## config.mk

```make
export PLATFORM = sky130hd
export DESIGN_NAME = ccr_top
export DESIGN_NICKNAME = d
export VERILOG_FILES = /design/src/design/dummy_unused_never.sv /design/src/design/ccr_pkg.sv /design/src/design/ccr_top.sv
export SDC_FILE = /design/constraint.sdc
export NUM_CORES = 1
export LEC_CHECK = 0
export BUFFER_PORTS_ARGS = -buffer_cell sky130_fd_sc_hd__buf_2
export CORE_ASPECT_RATIO = 1.75
export CORE_UTILIZATION = 48
export CTS_BUF_LIST = sky130_fd_sc_hd__clkbuf_16
export CTS_CLUSTER_SIZE = 20
export DETAILED_ROUTE_END_ITERATION = 8
export PLACE_DENSITY_LB_ADDON = 0.05
export SYNTH_ARGS = -nofsm -noshare
export SYNTH_HDL_FRONTEND = slang
export SYNTH_SLANG_ARGS = --single-unit
export TNS_END_PERCENT = 50
```

## constraint.sdc

```tcl
create_clock -name clk -period 18 [get_ports clk]
set_input_delay 3.6 -clock clk [delete_from_list [all_inputs] [get_ports clk]]
set_output_delay 3.6 -clock clk [all_outputs]
set_load 0.01 [all_outputs]
```

## src/design/dummy_unused_never.sv

```systemverilog
// holds no logic; the whole calendar clock alarm register block lives in ccr_top

```

## src/design/ccr_pkg.sv

```systemverilog
// constants and types for the calendar clock alarm register block
package ccr_pkg;
  localparam logic [7:0] OFS_CAL_NOW = 8'h00;
  localparam logic [7:0] OFS_CAL_ALARM = 8'h04;
  localparam logic [7:0] OFS_CAL_PRESET = 8'h08;
  localparam logic [7:0] OFS_YEAR_NOW = 8'h0c;
  localparam logic [7:0] OFS_YEAR_ALARM = 8'h10;
  localparam logic [7:0] OFS_YEAR_PRESET = 8'h14;
  localparam logic [7:0] OFS_DIV_TRIM = 8'h18;
  localparam logic [7:0] OFS_IRQ_MASK = 8'h1c;
  localparam logic [7:0] OFS_IRQ_RAW = 8'h20;
  localparam logic [7:0] OFS_IRQ_MASKED = 8'h24;
  localparam logic [7:0] OFS_IRQ_CLEAR = 8'h28;
  localparam logic [7:0] OFS_TIMER_COUNT = 8'h2c;
  localparam logic [7:0] OFS_TIMER_CTRL = 8'h30;
  localparam logic [7:0] OFS_RELOAD_A = 8'h34;
  localparam logic [7:0] OFS_RELOAD_B = 8'h38;
  localparam logic [7:0] OFS_PAT_W0 = 8'h3c;
  localparam logic [7:0] OFS_PAT_W1 = 8'h40;
  localparam logic [7:0] OFS_PAT_W2 = 8'h44;
  localparam logic [7:0] OFS_PAT_W3 = 8'h48;
  localparam logic [7:0] OFS_TIMER_IRQS = 8'h4c;

  localparam logic [31:0] CAL_RESET = 32'h02120000;
  localparam logic [13:0] YEAR_RESET = 14'h2000;
  localparam logic [13:0] YEAR_LAST = 14'h3999;
  localparam logic [14:0] DIV_RESET = 15'h7fff;
  localparam logic [31:0] TIMER_COUNT_RESET = 32'hffffffff;
  localparam logic [31:0] WORD_ZERO = 32'h00000000;

  localparam logic [5:0] SEC_LAST = 6'h3b;
  localparam logic [5:0] MIN_LAST = 6'h3b;
  localparam logic [4:0] HOUR_LAST = 5'h17;
  localparam logic [2:0] WDAY_FIRST = 3'h1;
  localparam logic [2:0] WDAY_LAST = 3'h7;
  localparam logic [2:0] WDAY_IGNORE = 3'h0;
  localparam logic [4:0] MDAY_FIRST = 5'h01;
  localparam logic [4:0] MDAY_IGNORE = 5'h00;
  localparam logic [4:0] MDAY_28 = 5'h1c;
  localparam logic [4:0] MDAY_29 = 5'h1d;
  localparam logic [4:0] MDAY_30 = 5'h1e;
  localparam logic [4:0] MDAY_31 = 5'h1f;
  localparam logic [3:0] MONTH_IGNORE = 4'h0;
  localparam logic [3:0] MONTH_JAN = 4'h1;
  localparam logic [3:0] MONTH_FEB = 4'h2;
  localparam logic [3:0] MONTH_APR = 4'h4;
  localparam logic [3:0] MONTH_JUN = 4'h6;
  localparam logic [3:0] MONTH_SEP = 4'h9;
  localparam logic [3:0] MONTH_NOV = 4'hb;
  localparam logic [3:0] MONTH_DEC = 4'hc;
  localparam logic [3:0] BCD_NINE = 4'h9;

  localparam int IRQ_CAL = 0;
  localparam int IRQ_TIMER = 1;
  localparam int IRQ_BITS = 2;
  localparam int PAT_WORDS = 4;
  localparam logic [1:0] HTRANS_NONSEQ = 2'b10;

  typedef struct packed {
    logic [2:0] pad;
    logic [3:0] month;
    logic [4:0] mday;
    logic [2:0] wday;
    logic [4:0] hours;
    logic [5:0] minutes;
    logic [5:0] seconds;
  } ccr_cal_type;
endpackage : ccr_pkg

```

## src/design/ccr_top.sv

```systemverilog
// calendar clock with alarm comparator and timer register map on an ahb-lite slave
//
// Behaviour
// - calendar word: sec 5:0, min 11:6, hour 16:12, wday 19:17, mday 24:20, month 28:25
// - calendar now at 0x00 is read-only, resets to 0x02120000
// - seconds and minutes count 0..0x3b, hours 0..0x17
// - weekday codes Sunday 1 through Saturday 7, zero never used
// - day of month limit 28, 29, 30 or 31 by month and leap year
// - month codes January 1 through December 12
// - alarm seconds 0x3c..0x3f never match
// - alarm minutes 0x3c..0x3f never match, else compare with minutes
// - alarm hours 0x18..0x1f never match, else compare with hours
// - alarm weekday zero ignores weekday, else must equal
// - alarm day of month zero ignores it, else must equal
// - alarm month zero ignores, 1..12 must equal, 13..15 never match
// - alarm match at 0x04 is read-write, resets to zero
// - year now at 0x0c read-only, year alarm at 0x10 read-write, both reset 0x2000
// - calendar preset at 0x08 and year preset at 0x14, read-write, reset zero
// - divider trim control at 0x18 read-write, resets to 0x7fff
// - irq mask 0x1c, raw 0x20, masked 0x24, clear 0x28, all reset zero
// - timer count at 0x2c read-only, resets to all ones
// - timer reloads at 0x34, 0x38 read-write reset zero; timer control at 0x30
// - 128-bit reload pattern in 0x3c..0x48, lowest word holds bits 31:0
// - timer interrupt count at 0x4c read-only, resets zero
// - seconds advance once per one-hertz tick
// - preset values copied into the calendar on the next tick after a write
// - after each increment compare calendar and year with alarms, raise alarm on match
// - tick comes from slow clock divided by divider value plus one
//
// Implementation choice: the AHB-Lite register port.
`timescale 1ns/10ps
`default_nettype none
module ccr_top
  import ccr_pkg::*;
(
  input wire logic clk,
  input wire logic rst,
  input wire logic hsel,
  input wire logic [31:0] haddr,
  input wire logic [1:0] htrans,
  input wire logic hwrite,
  input wire logic [2:0] hsize,
  input wire logic [31:0] hwdata,
  input wire logic hready,
  output logic hreadyout,
  output logic hresp,
  output logic [31:0] hrdata,
  input wire logic slow_clock,
  output logic one_hz_tick,
  output logic calendar_alarm_irq
);

  ////////////////////////////////////////////////////////////////////////////
  // functions
  function automatic logic is_leap(input logic [13:0] y);
    // century years are not special; the year only spans four bcd digits
    if (y[4]) begin
      is_leap = (y[3:0] == 4'h2) || (y[3:0] == 4'h6);
    end else begin
      is_leap = (y[3:0] == 4'h0) || (y[3:0] == 4'h4) || (y[3:0] == 4'h8);
    end
  endfunction : is_leap

  function automatic logic [4:0] month_len(input logic [3:0] m, input logic leap);
    case (m)
      MONTH_FEB: month_len = leap ? MDAY_29 : MDAY_28;
      MONTH_APR, MONTH_JUN, MONTH_SEP, MONTH_NOV: month_len = MDAY_30;
      default: month_len = MDAY_31;
    endcase
  endfunction : month_len

  function automatic logic [13:0] year_inc(input logic [13:0] y);
    logic [15:0] d;
    logic c;
    d = {2'h0, y};
    c = 1'b1;
    for (int i = 0; i < 4; i++) begin
      if (c) begin
        if (d[i*4 +: 4] == BCD_NINE) begin
          d[i*4 +: 4] = 4'h0;
        end else begin
          d[i*4 +: 4] = d[i*4 +: 4] + 4'h1;
          c = 1'b0;
        end
      end
    end
    year_inc = (y == YEAR_LAST) ? 14'h0000 : d[13:0];
  endfunction : year_inc

  ////////////////////////////////////////////////////////////////////////////
  // bus slave: reads take one wait state so a write just before is seen
  logic [7:0] dp_addr;
  logic dp_write;
  logic dp_read;
  logic [31:0] rdata;
  logic accept;

  assign accept = hsel && htrans[1] && hready;

  always_ff @(posedge clk or posedge rst) begin
    if (rst) begin
      dp_addr <= 8'h00;
      dp_write <= 1'b0;
      dp_read <= 1'b0;
      hreadyout <= 1'b1;
      hrdata <= WORD_ZERO;
      hresp <= 1'b0;
    end else begin
      hresp <= 1'b0;
      dp_write <= accept && hwrite;
      if (accept) begin
        dp_addr <= haddr[7:0];
      end
      if (dp_read) begin
        hrdata <= rdata;
        hreadyout <= 1'b1;
        dp_read <= 1'b0;
      end else begin
        dp_read <= accept && !hwrite;
        hreadyout <= !(accept && !hwrite);
      end
    end
  end

  logic wr_en;
  assign wr_en = dp_write;

  ////////////////////////////////////////////////////////////////////////////
  // software registers
  ccr_cal_type cal;
  ccr_cal_type alarm;
  ccr_cal_type preset;
  logic [13:0] year;
  logic [13:0] year_alarm;
  logic [13:0] year_preset;
  logic [14:0] tick_divider;
  logic [IRQ_BITS-1:0] irq_mask;
  logic [IRQ_BITS-1:0] irq_raw;
  logic [31:0] timer_control;
  logic [31:0] timer_reload_a;
  logic [31:0] timer_reload_b;
  logic [31:0] pattern [PAT_WORDS];
  logic load_pend;

  always_ff @(posedge clk or posedge rst) begin
    if (rst) begin
      alarm <= WORD_ZERO;
      preset <= WORD_ZERO;
      year_alarm <= YEAR_RESET;
      year_preset <= 14'h0000;
      tick_divider <= DIV_RESET;
      irq_mask <= '0;
      timer_control <= WORD_ZERO;
      timer_reload_a <= WORD_ZERO;
      timer_reload_b <= WORD_ZERO;
    end else if (wr_en) begin
      case (dp_addr)
        OFS_CAL_ALARM: alarm <= {3'h0, hwdata[28:0]};
        OFS_CAL_PRESET: preset <= {3'h0, hwdata[28:0]};
        OFS_YEAR_ALARM: year_alarm <= hwdata[13:0];
        OFS_YEAR_PRESET: year_preset <= hwdata[13:0];
        OFS_DIV_TRIM: tick_divider <= hwdata[14:0];
        OFS_IRQ_MASK: irq_mask <= hwdata[IRQ_BITS-1:0];
        OFS_TIMER_CTRL: timer_control <= hwdata;
        OFS_RELOAD_A: timer_reload_a <= hwdata;
        OFS_RELOAD_B: timer_reload_b <= hwdata;
        default: ;
      endcase
    end
  end

  always_ff @(posedge clk or posedge rst) begin
    if (rst) begin
      for (int i = 0; i < PAT_WORDS; i++) begin
        pattern[i] <= WORD_ZERO;
      end
    end else if (wr_en) begin
      case (dp_addr)
        OFS_PAT_W0: pattern[0] <= hwdata;
        OFS_PAT_W1: pattern[1] <= hwdata;
        OFS_PAT_W2: pattern[2] <= hwdata;
        OFS_PAT_W3: pattern[3] <= hwdata;
        default: ;
      endcase
    end
  end

  always_comb begin
    case (dp_addr)
      OFS_CAL_NOW: rdata = cal;
      OFS_CAL_ALARM: rdata = alarm;
      OFS_CAL_PRESET: rdata = preset;
      OFS_YEAR_NOW: rdata = {18'h00000, year};
      OFS_YEAR_ALARM: rdata = {18'h00000, year_alarm};
      OFS_YEAR_PRESET: rdata = {18'h00000, year_preset};
      OFS_DIV_TRIM: rdata = {17'h00000, tick_divider};
      OFS_IRQ_MASK: rdata = {30'h00000000, irq_mask};
      OFS_IRQ_RAW: rdata = {30'h00000000, irq_raw};
      OFS_IRQ_MASKED: rdata = {30'h00000000, irq_raw & irq_mask};
      OFS_TIMER_COUNT: rdata = TIMER_COUNT_RESET;
      OFS_TIMER_CTRL: rdata = timer_control;
      OFS_RELOAD_A: rdata = timer_reload_a;
      OFS_RELOAD_B: rdata = timer_reload_b;
      OFS_PAT_W0: rdata = pattern[0];
      OFS_PAT_W1: rdata = pattern[1];
      OFS_PAT_W2: rdata = pattern[2];
      OFS_PAT_W3: rdata = pattern[3];
      OFS_TIMER_IRQS: rdata = WORD_ZERO;
      default: rdata = WORD_ZERO;
    endcase
  end

  ////////////////////////////////////////////////////////////////////////////
  // one hertz tick from the slow clock; divider zero stops the calendar
  logic slow_prev;
  logic [14:0] div_cnt;

  always_ff @(posedge clk or posedge rst) begin
    if (rst) begin
      // high at reset so a slow clock already high is not taken for a rising edge
      slow_prev <= 1'b1;
      div_cnt <= 15'h0000;
      one_hz_tick <= 1'b0;
    end else begin
      slow_prev <= slow_clock;
      one_hz_tick <= 1'b0;
      if (slow_clock && !slow_prev && (tick_divider != 15'h0000)) begin
        if (div_cnt >= tick_divider) begin
          div_cnt <= 15'h0000;
          one_hz_tick <= 1'b1;
        end else begin
          div_cnt <= div_cnt + 15'h0001;
        end
      end
    end
  end

  ////////////////////////////////////////////////////////////////////////////
  // calendar counters
  ccr_cal_type next_cal;
  logic [13:0] next_year;

  always_comb begin
    next_cal = cal;
    next_year = year;
    if (cal.seconds < SEC_LAST) begin
      next_cal.seconds = cal.seconds + 6'h01;
    end else begin
      next_cal.seconds = 6'h00;
      if (cal.minutes < MIN_LAST) begin
        next_cal.minutes = cal.minutes + 6'h01;
      end else begin
        next_cal.minutes = 6'h00;
        if (cal.hours < HOUR_LAST) begin
          next_cal.hours = cal.hours + 5'h01;
        end else begin
          next_cal.hours = 5'h00;
          next_cal.wday = (cal.wday == WDAY_LAST) ? WDAY_FIRST : cal.wday + 3'h1;
          if (cal.mday < month_len(cal.month, is_leap(year))) begin
            next_cal.mday = cal.mday + 5'h01;
          end else begin
            next_cal.mday = MDAY_FIRST;
            if (cal.month < MONTH_DEC) begin
              next_cal.month = cal.month + 4'h1;
            end else begin
              next_cal.month = MONTH_JAN;
              next_year = year_inc(year);
            end
          end
        end
      end
    end
  end

  logic wr_preset;
  assign wr_preset = wr_en && ((dp_addr == OFS_CAL_PRESET) || (dp_addr == OFS_YEAR_PRESET));

  // a write landing on the tick edge stays pending so the new value is not lost
  always_ff @(posedge clk or posedge rst) begin
    if (rst) begin
      load_pend <= 1'b0;
    end else begin
      load_pend <= (load_pend && !one_hz_tick) || wr_preset;
    end
  end

  always_ff @(posedge clk or posedge rst) begin
    if (rst) begin
      cal <= CAL_RESET;
      year <= YEAR_RESET;
    end else if (one_hz_tick) begin
      if (load_pend) begin
        cal <= preset;
        year <= year_preset;
      end else begin
        cal <= next_cal;
        year <= next_year;
      end
    end
  end

  ////////////////////////////////////////////////////////////////////////////
  // alarm comparator, checked the cycle after each calendar update
  logic cmp_go;
  logic match_now;

  always_comb begin
    match_now = (alarm.seconds <= SEC_LAST) && (alarm.seconds == cal.seconds)
      && (alarm.minutes <= MIN_LAST) && (alarm.minutes == cal.minutes)
      && (alarm.hours <= HOUR_LAST) && (alarm.hours == cal.hours)
      && ((alarm.wday == WDAY_IGNORE) || (alarm.wday == cal.wday))
      && ((alarm.mday == MDAY_IGNORE) || (alarm.mday == cal.mday))
      && ((alarm.month == MONTH_IGNORE)
          || ((alarm.month <= MONTH_DEC) && (alarm.month == cal.month)))
      && ((year_alarm == 14'h0000) || (year_alarm == year));
  end

  logic [IRQ_BITS-1:0] irq_clr;
  logic [IRQ_BITS-1:0] irq_set;
  assign irq_clr = (wr_en && (dp_addr == OFS_IRQ_CLEAR)) ? hwdata[IRQ_BITS-1:0] : '0;
  assign irq_set = {1'b0, cmp_go && match_now}; // timer event not driven here

  // set wins over a clear in the same cycle
  always_ff @(posedge clk or posedge rst) begin
    if (rst) begin
      cmp_go <= 1'b0;
      irq_raw <= '0;
      calendar_alarm_irq <= 1'b0;
    end else begin
      cmp_go <= one_hz_tick;
      irq_raw <= (irq_raw & ~irq_clr) | irq_set;
      calendar_alarm_irq <= irq_raw[IRQ_CAL] && irq_mask[IRQ_CAL];
    end
  end
endmodule : ccr_top
`default_nettype wire

```

[Word level (Yosys, flattened, before mapping)]
Index checks and enable logic that the tools add are counted.
Widths: inputs -> output; s select.
Operators by class
  add/sub/neg operators: 11
  $lt $le $gt $ge: 10
  equality and inequality tests: 44
  mux-type cells: 60
  bitwise operators: 4
  reduce and logical (&&, ||, !) cells: 66
Operators by type and width (number)
  $pmux 32 s18: 1
  $mux 14: 7
  $eq 8x6->1 const B: 8
  $eq 8x5->1 const B: 4
  $mux 1: 29
  $mux 29: 1
  $mux 4: 7
  $reduce_and 2->1: 14
  $mux 5: 5
  $eq 4x4->1 const B: 6
  $eq 8x7->1 const B: 3
  $mux 23: 1
  $logic_and 1x1->1: 21
  $reduce_and 7->1: 3
  $mux 17: 1
  $add 4x1->4 const B: 4
  $eq 4x3->1 const B: 4
  $eq 8x4->1 const B: 2
  $add 15x1->15 const B: 1
  $ge 15x15->1: 1
  $mux 15: 1
  $reduce_bool 15->1: 1
  $eq 14x14->1: 1
  $eq 14x14->1 const B: 1
  other kinds (40): 68
Word-level totals
  register bits after elaboration: 435
  input port bits: 75
  output and inout port bits: 36
  logic and storage cells: 240

[Longest topological paths before layout]
Gate-level depths: netlist (run 1).
  depth after elaboration: 37
  mapped depth: 12
  mapped depth without buffers: 10

[Worst setup path after synthesis (run 1)]
OpenSTA, ideal clock, no wires.
  kind: input -> register
  start point: input slow_clock
  end point: register div_cnt[11]
  library setup time: 0.132 ns
  arrival time: 4.761 ns
  required time: 17.868 ns
  setup slack: 13.107 ns
  cell stages on the path: 6
  path buffers: 0
  cells stage by stage: nand2b_1 > a41oi_1 > nand4_1 > nor3_1 > xnor2_1 > nor2_1
Between the ends
  longest elaborated chain between the ends: 2
Ends and longest elaborated chain
  from (decl): line ccr_top.sv:48  | input wire logic slow_clock,
  $logic_and 1x1->1 (2 in series): line ccr_top.sv:227  | if (slow_clock && !slow_prev && (tick_divider != 15'h0000)) begin
  to (signal assigned): line ccr_top.sv:232  | div_cnt <= div_cnt + 15'h0001;
  to (decl): line ccr_top.sv:216  | logic [14:0] div_cnt;
Every way passes these cells.
A chain may end at the register's enable or synchronous reset.

==> results of run 1 <==
==> metrics by stage <==
step           util [%]  hold slack, ns  area, um2  power [mW]
2_1_floorplan         -           0.433      21800        1.32
3_3_place_gp       50.7           0.474      22800        1.47
3_5_place_dp       50.7           0.485      22800        1.48
4_1_cts            53.8           0.499      24200        2.40
5_1_grt            53.8           0.512      24200        2.47
6_report           53.8           0.497      24200        2.40
==> power by group <==
| part | internal, mW | total, mW | switching (mW) |
|---|---|---|---|
| clock | 0.524 | 0.928 | 0.404 |
| sequential | 1.04 | 1.09 | 0.0557 |
| combinational | 0.131 | 0.378 | 0.246 |
| total | 1.69 | 2.40 | 0.706 |
==> kinds of logic after synthesis <==
kind of cell	count (synthesis)	share of synthesized area [%]
adder cells (fa/ha/maj)	32	1.83
other	1	0.0172
multiplexers	411	20.9
flip-flops	435	50.0
XOR/XNOR	49	1.97
AND/OR/NAND/NOR	369	8.53
AO/OA/AOI/OAI	413	12.9
buffers and inverters	205	3.92
==> state kept, by name, indices dropped and copies added, names as in the netlist, 2 cells and up <==
| signal | count |
|---|---|
| hrdata | 32 |
| timer_reload_b | 32 |
| dp_addr | 8 |
| pattern | 128 |
| irq_mask | 2 |
| timer_reload_a | 32 |
| year_preset | 14 |
| year | 14 |
| preset | 29 |
| tick_divider | 15 |
| alarm | 29 |
| irq_raw | 2 |
| year_alarm | 14 |
| timer_control | 32 |
| div_cnt | 15 |
| cal | 29 |
==> worst max-delay path by stage <==
stage	end	slack, ns	startpoint
final	dp_addr[5]	12.62	rst
after CTS	dp_addr[5]	12.46	rst
after floorplan	alarm[0]	2.32	rst
after global routing	dp_addr[5]	12.20	rst
after global placement	dp_addr[5]	11.90	rst
after detailed placement	dp_addr[5]	11.85	rst
==> cells in the mapped netlist, drive strengths merged, types with 8 or more instances <==
| cell | instances | area share, % |
|---|---|---|
| nand2 | 102 | 1.8 |
| dfrtp | 413 | 47 |
| clkbuf | 76 | 1.3 |
| a221oi | 14 | 0.56 |
| a21oi | 72 | 1.7 |
| nand3 | 41 | 0.99 |
| and2 | 9 | 0.26 |
| a32oi | 8 | 0.32 |
| mux2 | 357 | 18 |
| a2111oi | 10 | 0.40 |
| nor2 | 93 | 1.6 |
| dfstp | 22 | 2.6 |
| o21ai | 88 | 2.0 |
| a211oi | 14 | 0.48 |
| inv | 61 | 1.0 |
| nor4 | 17 | 0.49 |
| mux2i | 54 | 2.5 |
| a31oi | 11 | 0.32 |
| ha | 32 | 1.8 |
| a21o | 8 | 0.28 |
| o211ai | 9 | 0.31 |
| nand2b | 9 | 0.26 |
| nand4 | 16 | 0.46 |
| xnor2 | 35 | 1.4 |
| a22oi | 62 | 2.1 |
| a22o | 9 | 0.36 |
| nor3 | 29 | 0.71 |
| xor2 | 14 | 0.56 |
| o22ai | 45 | 1.3 |
| and3 | 10 | 0.29 |
| buf | 68 | 1.6 |
==> metal layers <==
layer	global-route usage, %	up-vias	share of wire, %	wire [um]
li1	-	7118	-	-
met1	42.6	8424	40	30700
met2	55.3	596	48	36900
met3	4.70	225	5.7	4340
met4	18.3	0	6.0	4560
met5	0	-	0	0
==> layout make-up <==
type,instances,area (um2)
Fill cell,3972,20800
Sequential cell,435,10900
Multi-Input combinational cell,1275,10200
Clock buffer,45,1130
Timing Repair Buffer,126,743
Tap cell,577,722
Clock inverter,33,279
Inverter,61,236
Antenna cell,1,2.50
==> cells in the final DEF (no fill, tap or decap), drive strengths merged, types with 29 or more instances in the layout <==
master,Yosys,routed
a21oi,72,72
a22oi,62,62
buf,68,126
clkbuf,76,45
dfrtp,413,413
ha,32,32
inv,61,67
mux2,357,357
mux2i,54,54
nand2,102,102
nand3,41,41
nor2,93,93
nor3,29,29
o21ai,88,88
o22ai,45,45
xnor2,35,35
==> impl_results.md, run 1 <==
- Outcome: completed
- DRT Pass-1 Iters: 5
- Place WS: between 10 and 15 ns
- Cell row count: 103
- Die area: approximately 46000 um2
- Crit Path Category: in2async
- Final hold vios: 0
- Crit end category: asynchronous set/reset pin
- Worst setup SP type: input port
- Gp weighted congestion: 0.937
- Area grow syn2layout: 10.8%
- Die H: about 280 um
- Layout cells sized above 1: 30.7%
- Initial Utilization: 48.5%
- Sequential area share after synthesis: between 40% and 50%
- Number of buffers and inverters on the critical path: 4
- Crit-path slowest cell: buf_4
- Final Cycle Share: between 20 and 30%
- Synthesized cell area: 21800 um2
- Setup Skew: around 0.015 ns
- 1st-iter DRT viols: 1266
- Antenna-violating nets left: 0
- CTS sink cnt: 435
- Placed cell count: 2474
- Max-Cap Viols: 0
- Min-delay src: timer_control[26]
- Synthesized Nets: 2022
- Vias in the first global route: 16800
- Reg-to-reg startpoint: dp_addr[2]
- Synth warn: 0
- Initial antenna violation count: 0
- Power per cell area: roughly 99 nW/um2
- Final wirelength: 76600 um
- Max_slew headroom: 4.56%
- First-pass GRT wire length: 113000 um
- Largest net degree at the start of global routing: 103
- Gate Count Post-Synth: 1915
- Skew-Pair Late Insertion Delay: 0.57 ns
- Synth Flop Type: dfrtp_1
- Unrepaired setup endpoints after global routing: no
- Nets: 2049
- Largest delay contributor family on the critical path: buffers and inverters
- # IOs: around 110
- WP data required: ~19 ns
- Leakage: 10.1 nW
- Core Footprint: 45000 um2
- Grt ovf: 0
- Non-filler cells in the finished layout: 2553
- Final setup violation count: 0
- Max incr delay on CP: 0.88 ns
- Worst hold path class: reg2reg
- Yosys reg bits: 435
- Post-CTS Resized: 0
- Routed len/inst: 30.0 um
- Cell Chain, Critical Path: buf_2 > inv_8 > buf_4 > buf_4
- Tightest Pin Transition: 1.40 ns
- Setup TNS: 0 ns
- Post-layout min period: about 5.4 ns
- Clock transition at path regs: 0.06 ns
- Async set or reset register ratio after synthesis: 100%
- Reg2reg end: alarm[12]
- Cts hold-fix bufs: 0
- FMAX: 0.186 GHz
- WHS Endpoint: timer_control[26]
- GRT Util Overall: 33.7%
- Remaining DRCs: 0
- Post-CTS setup buffer count: 0
- IO Port Bufs: 81
- CTS max path bufs: 3
- CTS H-tree depth: 2
- Critical path peak fanout: 102
- Total number of vias: 16400
- Reg2reg setup slack: 13.96 ns
- Num CTS Buffers: 43
- Max VDD drop: 0.0000805 V
- Root buffer cell: clkbuf_16
- Chip width: roughly 160 um
- Avg Inst Size Synth: around 11 um2
- Synth unique cells: between 80 and 90
- Post-synth EDFFs: 0
- CP Depth: 4
- Cells on worst reg2reg path: 6
- Crit-path most repeated cell: buf_4
- Pins Over Slew Limit: 0
- Vias per cell: 6.41
- Detailed-placement wirelength estimate: 50400 um
- Arrival time at the worst endpoint: 5.95 ns
- CTS tree: built
- PnR worst setup slack: ~13 ns
- Hold-critical path depth: 1
Note: power is estimated with default switching activity, not from simulation.
==> run 2: changes to the inputs <==
Clock period 18 ns to 5.16 ns, I/O delays scaled along.
==> impl_results.md, run 2 (synthesized netlist as in run 1, its figures left out) <==
- FMAX: 0.261 GHz
- Crit Path Category: reg2reg (was in2async)
- Final hold vios: 0 (unchanged)
- GRT Util Overall: 33.0% (was 33.7%)
- Gp weighted congestion: 0.927 (was 0.937)
- Worst setup SP type: flip-flop (was input port)
- Clock transition at path regs: 0.06 ns (about the same)
- CTS max path bufs: 3 (unchanged)
- Fillcell total: 3972 (unchanged)
- Arrival time at the worst endpoint: 4.26 ns (was 5.95 ns)
- Worst hold path class: reg2reg (unchanged)
- Grt ovf: 0 (unchanged)
- Final wirelength: 75000 um (was 76600 um)
- Most frequent cells in the layout: 407 x dfrtp_1, 350 x mux2_2, 97 x nand2_1, 91 x nor2_1, 82 x o21ai_0 (was 407 x dfrtp_1, 350 x mux2_2, 97 x nand2_1, 90 x nor2_1, 82 x o21ai_0)
- Cell Chain, Critical Path: nor2_1 > and2_1 > buf_4 > nand3_1 > buf_4 > mux2_2 (was buf_2 > inv_8 > buf_4 > buf_4)
- 1st-iter DRT viols: 1499 (was 1266)
- Layout cells sized above 1: 30.3% (was 30.7%)
- Reg-to-reg startpoint: dp_addr[0] (was dp_addr[2])
- Setup Skew: 0.0214 ns (was 0.0147 ns)
- Core Footprint: 45000 um2 (unchanged)
- Nets: 2059 (was 2049)
- Antenna-violating nets left: 0 (unchanged)
- Area grow syn2layout: 10.9% (was 10.8%)
- Routed len/inst: 29.3 um (was 30.0 um)
- Crit end category: flip-flop (was asynchronous set/reset pin)
- WHS Endpoint: timer_control[26] (unchanged)
- Final setup violation count: 0 (unchanged)
- CTS tree: built (unchanged)
- Hold-critical path depth: 1 (unchanged)
- Initial antenna violation count: 2 (was 0)
- Crit-path most repeated cell: buf_4 (unchanged)
- Post-layout min period: 3.83 ns
- Reg2reg end: preset[16] (was alarm[12])
- Initial Utilization: 48.5% (unchanged)
- Num CTS Buffers: 43 (unchanged)
- Post-CTS setup buffer count: 0 (unchanged)
- Reg2reg setup slack: 1.33 ns (was 13.96 ns)
- Post-CTS Resized: 0 (unchanged)
- First-pass GRT wire length: 112000 um (was 113000 um)
- Remaining DRCs: 0 (unchanged)
- Skew-Pair Late Insertion Delay: 0.57 ns (about the same)
- Util after Layout: 53.8% (about the same)
- Total number of vias: 16500 (was 16400)
- Hold WS: 0.495 ns (was 0.497 ns)
- Max VDD drop: 0.000256 V (was 0.0000805 V)
- Max incr delay on CP: 0.78 ns (was 0.88 ns)
- WP data required: 5.59 ns (was 18.56 ns)
- Leakage: 10.2 nW (was 10.1 nW)
- Cells on worst reg2reg path: 6 (unchanged)
- Root buffer cell: clkbuf_16 (unchanged)
- Final Cycle Share: 74.2%
- Max-Cap Viols: 0 (unchanged)
- Die H: 284 um (unchanged)
- Top reg by flops: pattern (unchanged)
- Pins Over Slew Limit: 0 (unchanged)
- DRT Pass-1 Iters: 6 (was 5)
- Design Area, Final: 24200 um2 (about the same)
- Vias per cell: 6.43 (was 6.41)
- Placed cell count: 2484 (was 2474)
- Crit-path slowest cell: and2_1 (was buf_4)
- Tightest Pin Transition: 1.29 ns (was 1.40 ns)
- Chip width: 163 um (unchanged)
- Die area: 46400 um2 (unchanged)
- CTS H-tree depth: 2 (unchanged)
- # IOs: 111 (unchanged)
- Min-delay src: timer_control[26] (unchanged)
- Non-filler cells in the finished layout: 2564 (was 2553)
- Power per cell area: 337 nW/um2 (was 99.1 nW/um2)
- Outcome: completed (unchanged)
- Cell row count: 103 (unchanged)
- Detailed-placement wirelength estimate: 51600 um (was 50400 um)
- Max_slew headroom: 12.6% (was 4.56%)
- Max FFs per register: 128 (unchanged)
- Cts hold-fix bufs: 0 (unchanged)
- Unrepaired setup endpoints after global routing: no (unchanged)
- Largest net degree at the start of global routing: 136 (was 103)
- Vias in the first global route: 16600 (was 16800)
- Placed Area: 22900 um2 (was 22800 um2)
- Commonest non-fill, non-tap cell in the layout: dfrtp_1 (unchanged)
- Setup TNS: 0 ns (unchanged)
- Critical path peak fanout: 22 (was 102)
- IO Port Bufs: 81 (unchanged)
- CTS sink cnt: 435 (unchanged)
run 2: cell count changes in the layout (fill, tap and decap cells not counted), sizes merged:
cell,before,now
buf,126,136
bufinv,5,2
clkinv,20,19
diode,1,2
inv,67,71
run 2: critical path: cells and delay by family, from the launching register on:
family | cells | cell delay [ns]
DFF | 1 | 0.51
muxes | 1 | 0.33
and+or+nand+nor | 3 | 1.98
buffers and inverters | 2 | 0.88
run 2: cell type report:
cell class / instances / area [um2] / share of cell area [%]
flip-flops and latches: 435 / 10900 / 45.1
multi-input cells: 1275 / 10100 / 41.9
well taps: 577 / 722 / 2.98
repair buffers: 136 / 881 / 3.64
inverters: 61 / 233 / 0.961
clock buffers: 45 / 1130 / 4.65
diodes: 2 / 5.00 / 0.0207
clock inverters: 33 / 190 / 0.785
run 2: routing by layer:
metal,track usage [%],up-vias,part of all wire [%]
met3,4.04,189,5.8
met5,0,-,0
li1,-,7125,-
met2,52.7,670,48
met4,16.4,0,5.3
met1,44.0,8506,41
run 2: worst max-delay path by stage:
stage                             to  startpoint  depth (start not counted)  slack (ns)
after floorplan             alarm[0]         rst                          1       -1.73
after global placement     preset[7]  dp_addr[0]                          6        1.50
after detailed placement  preset[20]  dp_addr[0]                          6        1.38
after CTS                 preset[16]  dp_addr[0]                          6        1.35
after global routing       preset[0]  dp_addr[0]                          6        1.21
final                     preset[16]  dp_addr[0]                          6        1.33
run 2: metrics by stage:
stage / setup slack, ns / power, mW
after detailed placement: 1.38 / 5.14
after global routing: 1.21 / 8.42
after CTS: 1.35 / 8.18
after floorplan: -1.73 / 4.61
after global placement: 1.50 / 5.11
final: 1.33 / 8.16
run 2: report_power, final:
| part | internal, mW | switching, mW |
|---|---|---|
| registers | 3.62 | 0.245 |
| logic | 0.467 | 0.769 |
| clock network | 1.67 | 1.39 |
| total | 5.75 | 2.40 |
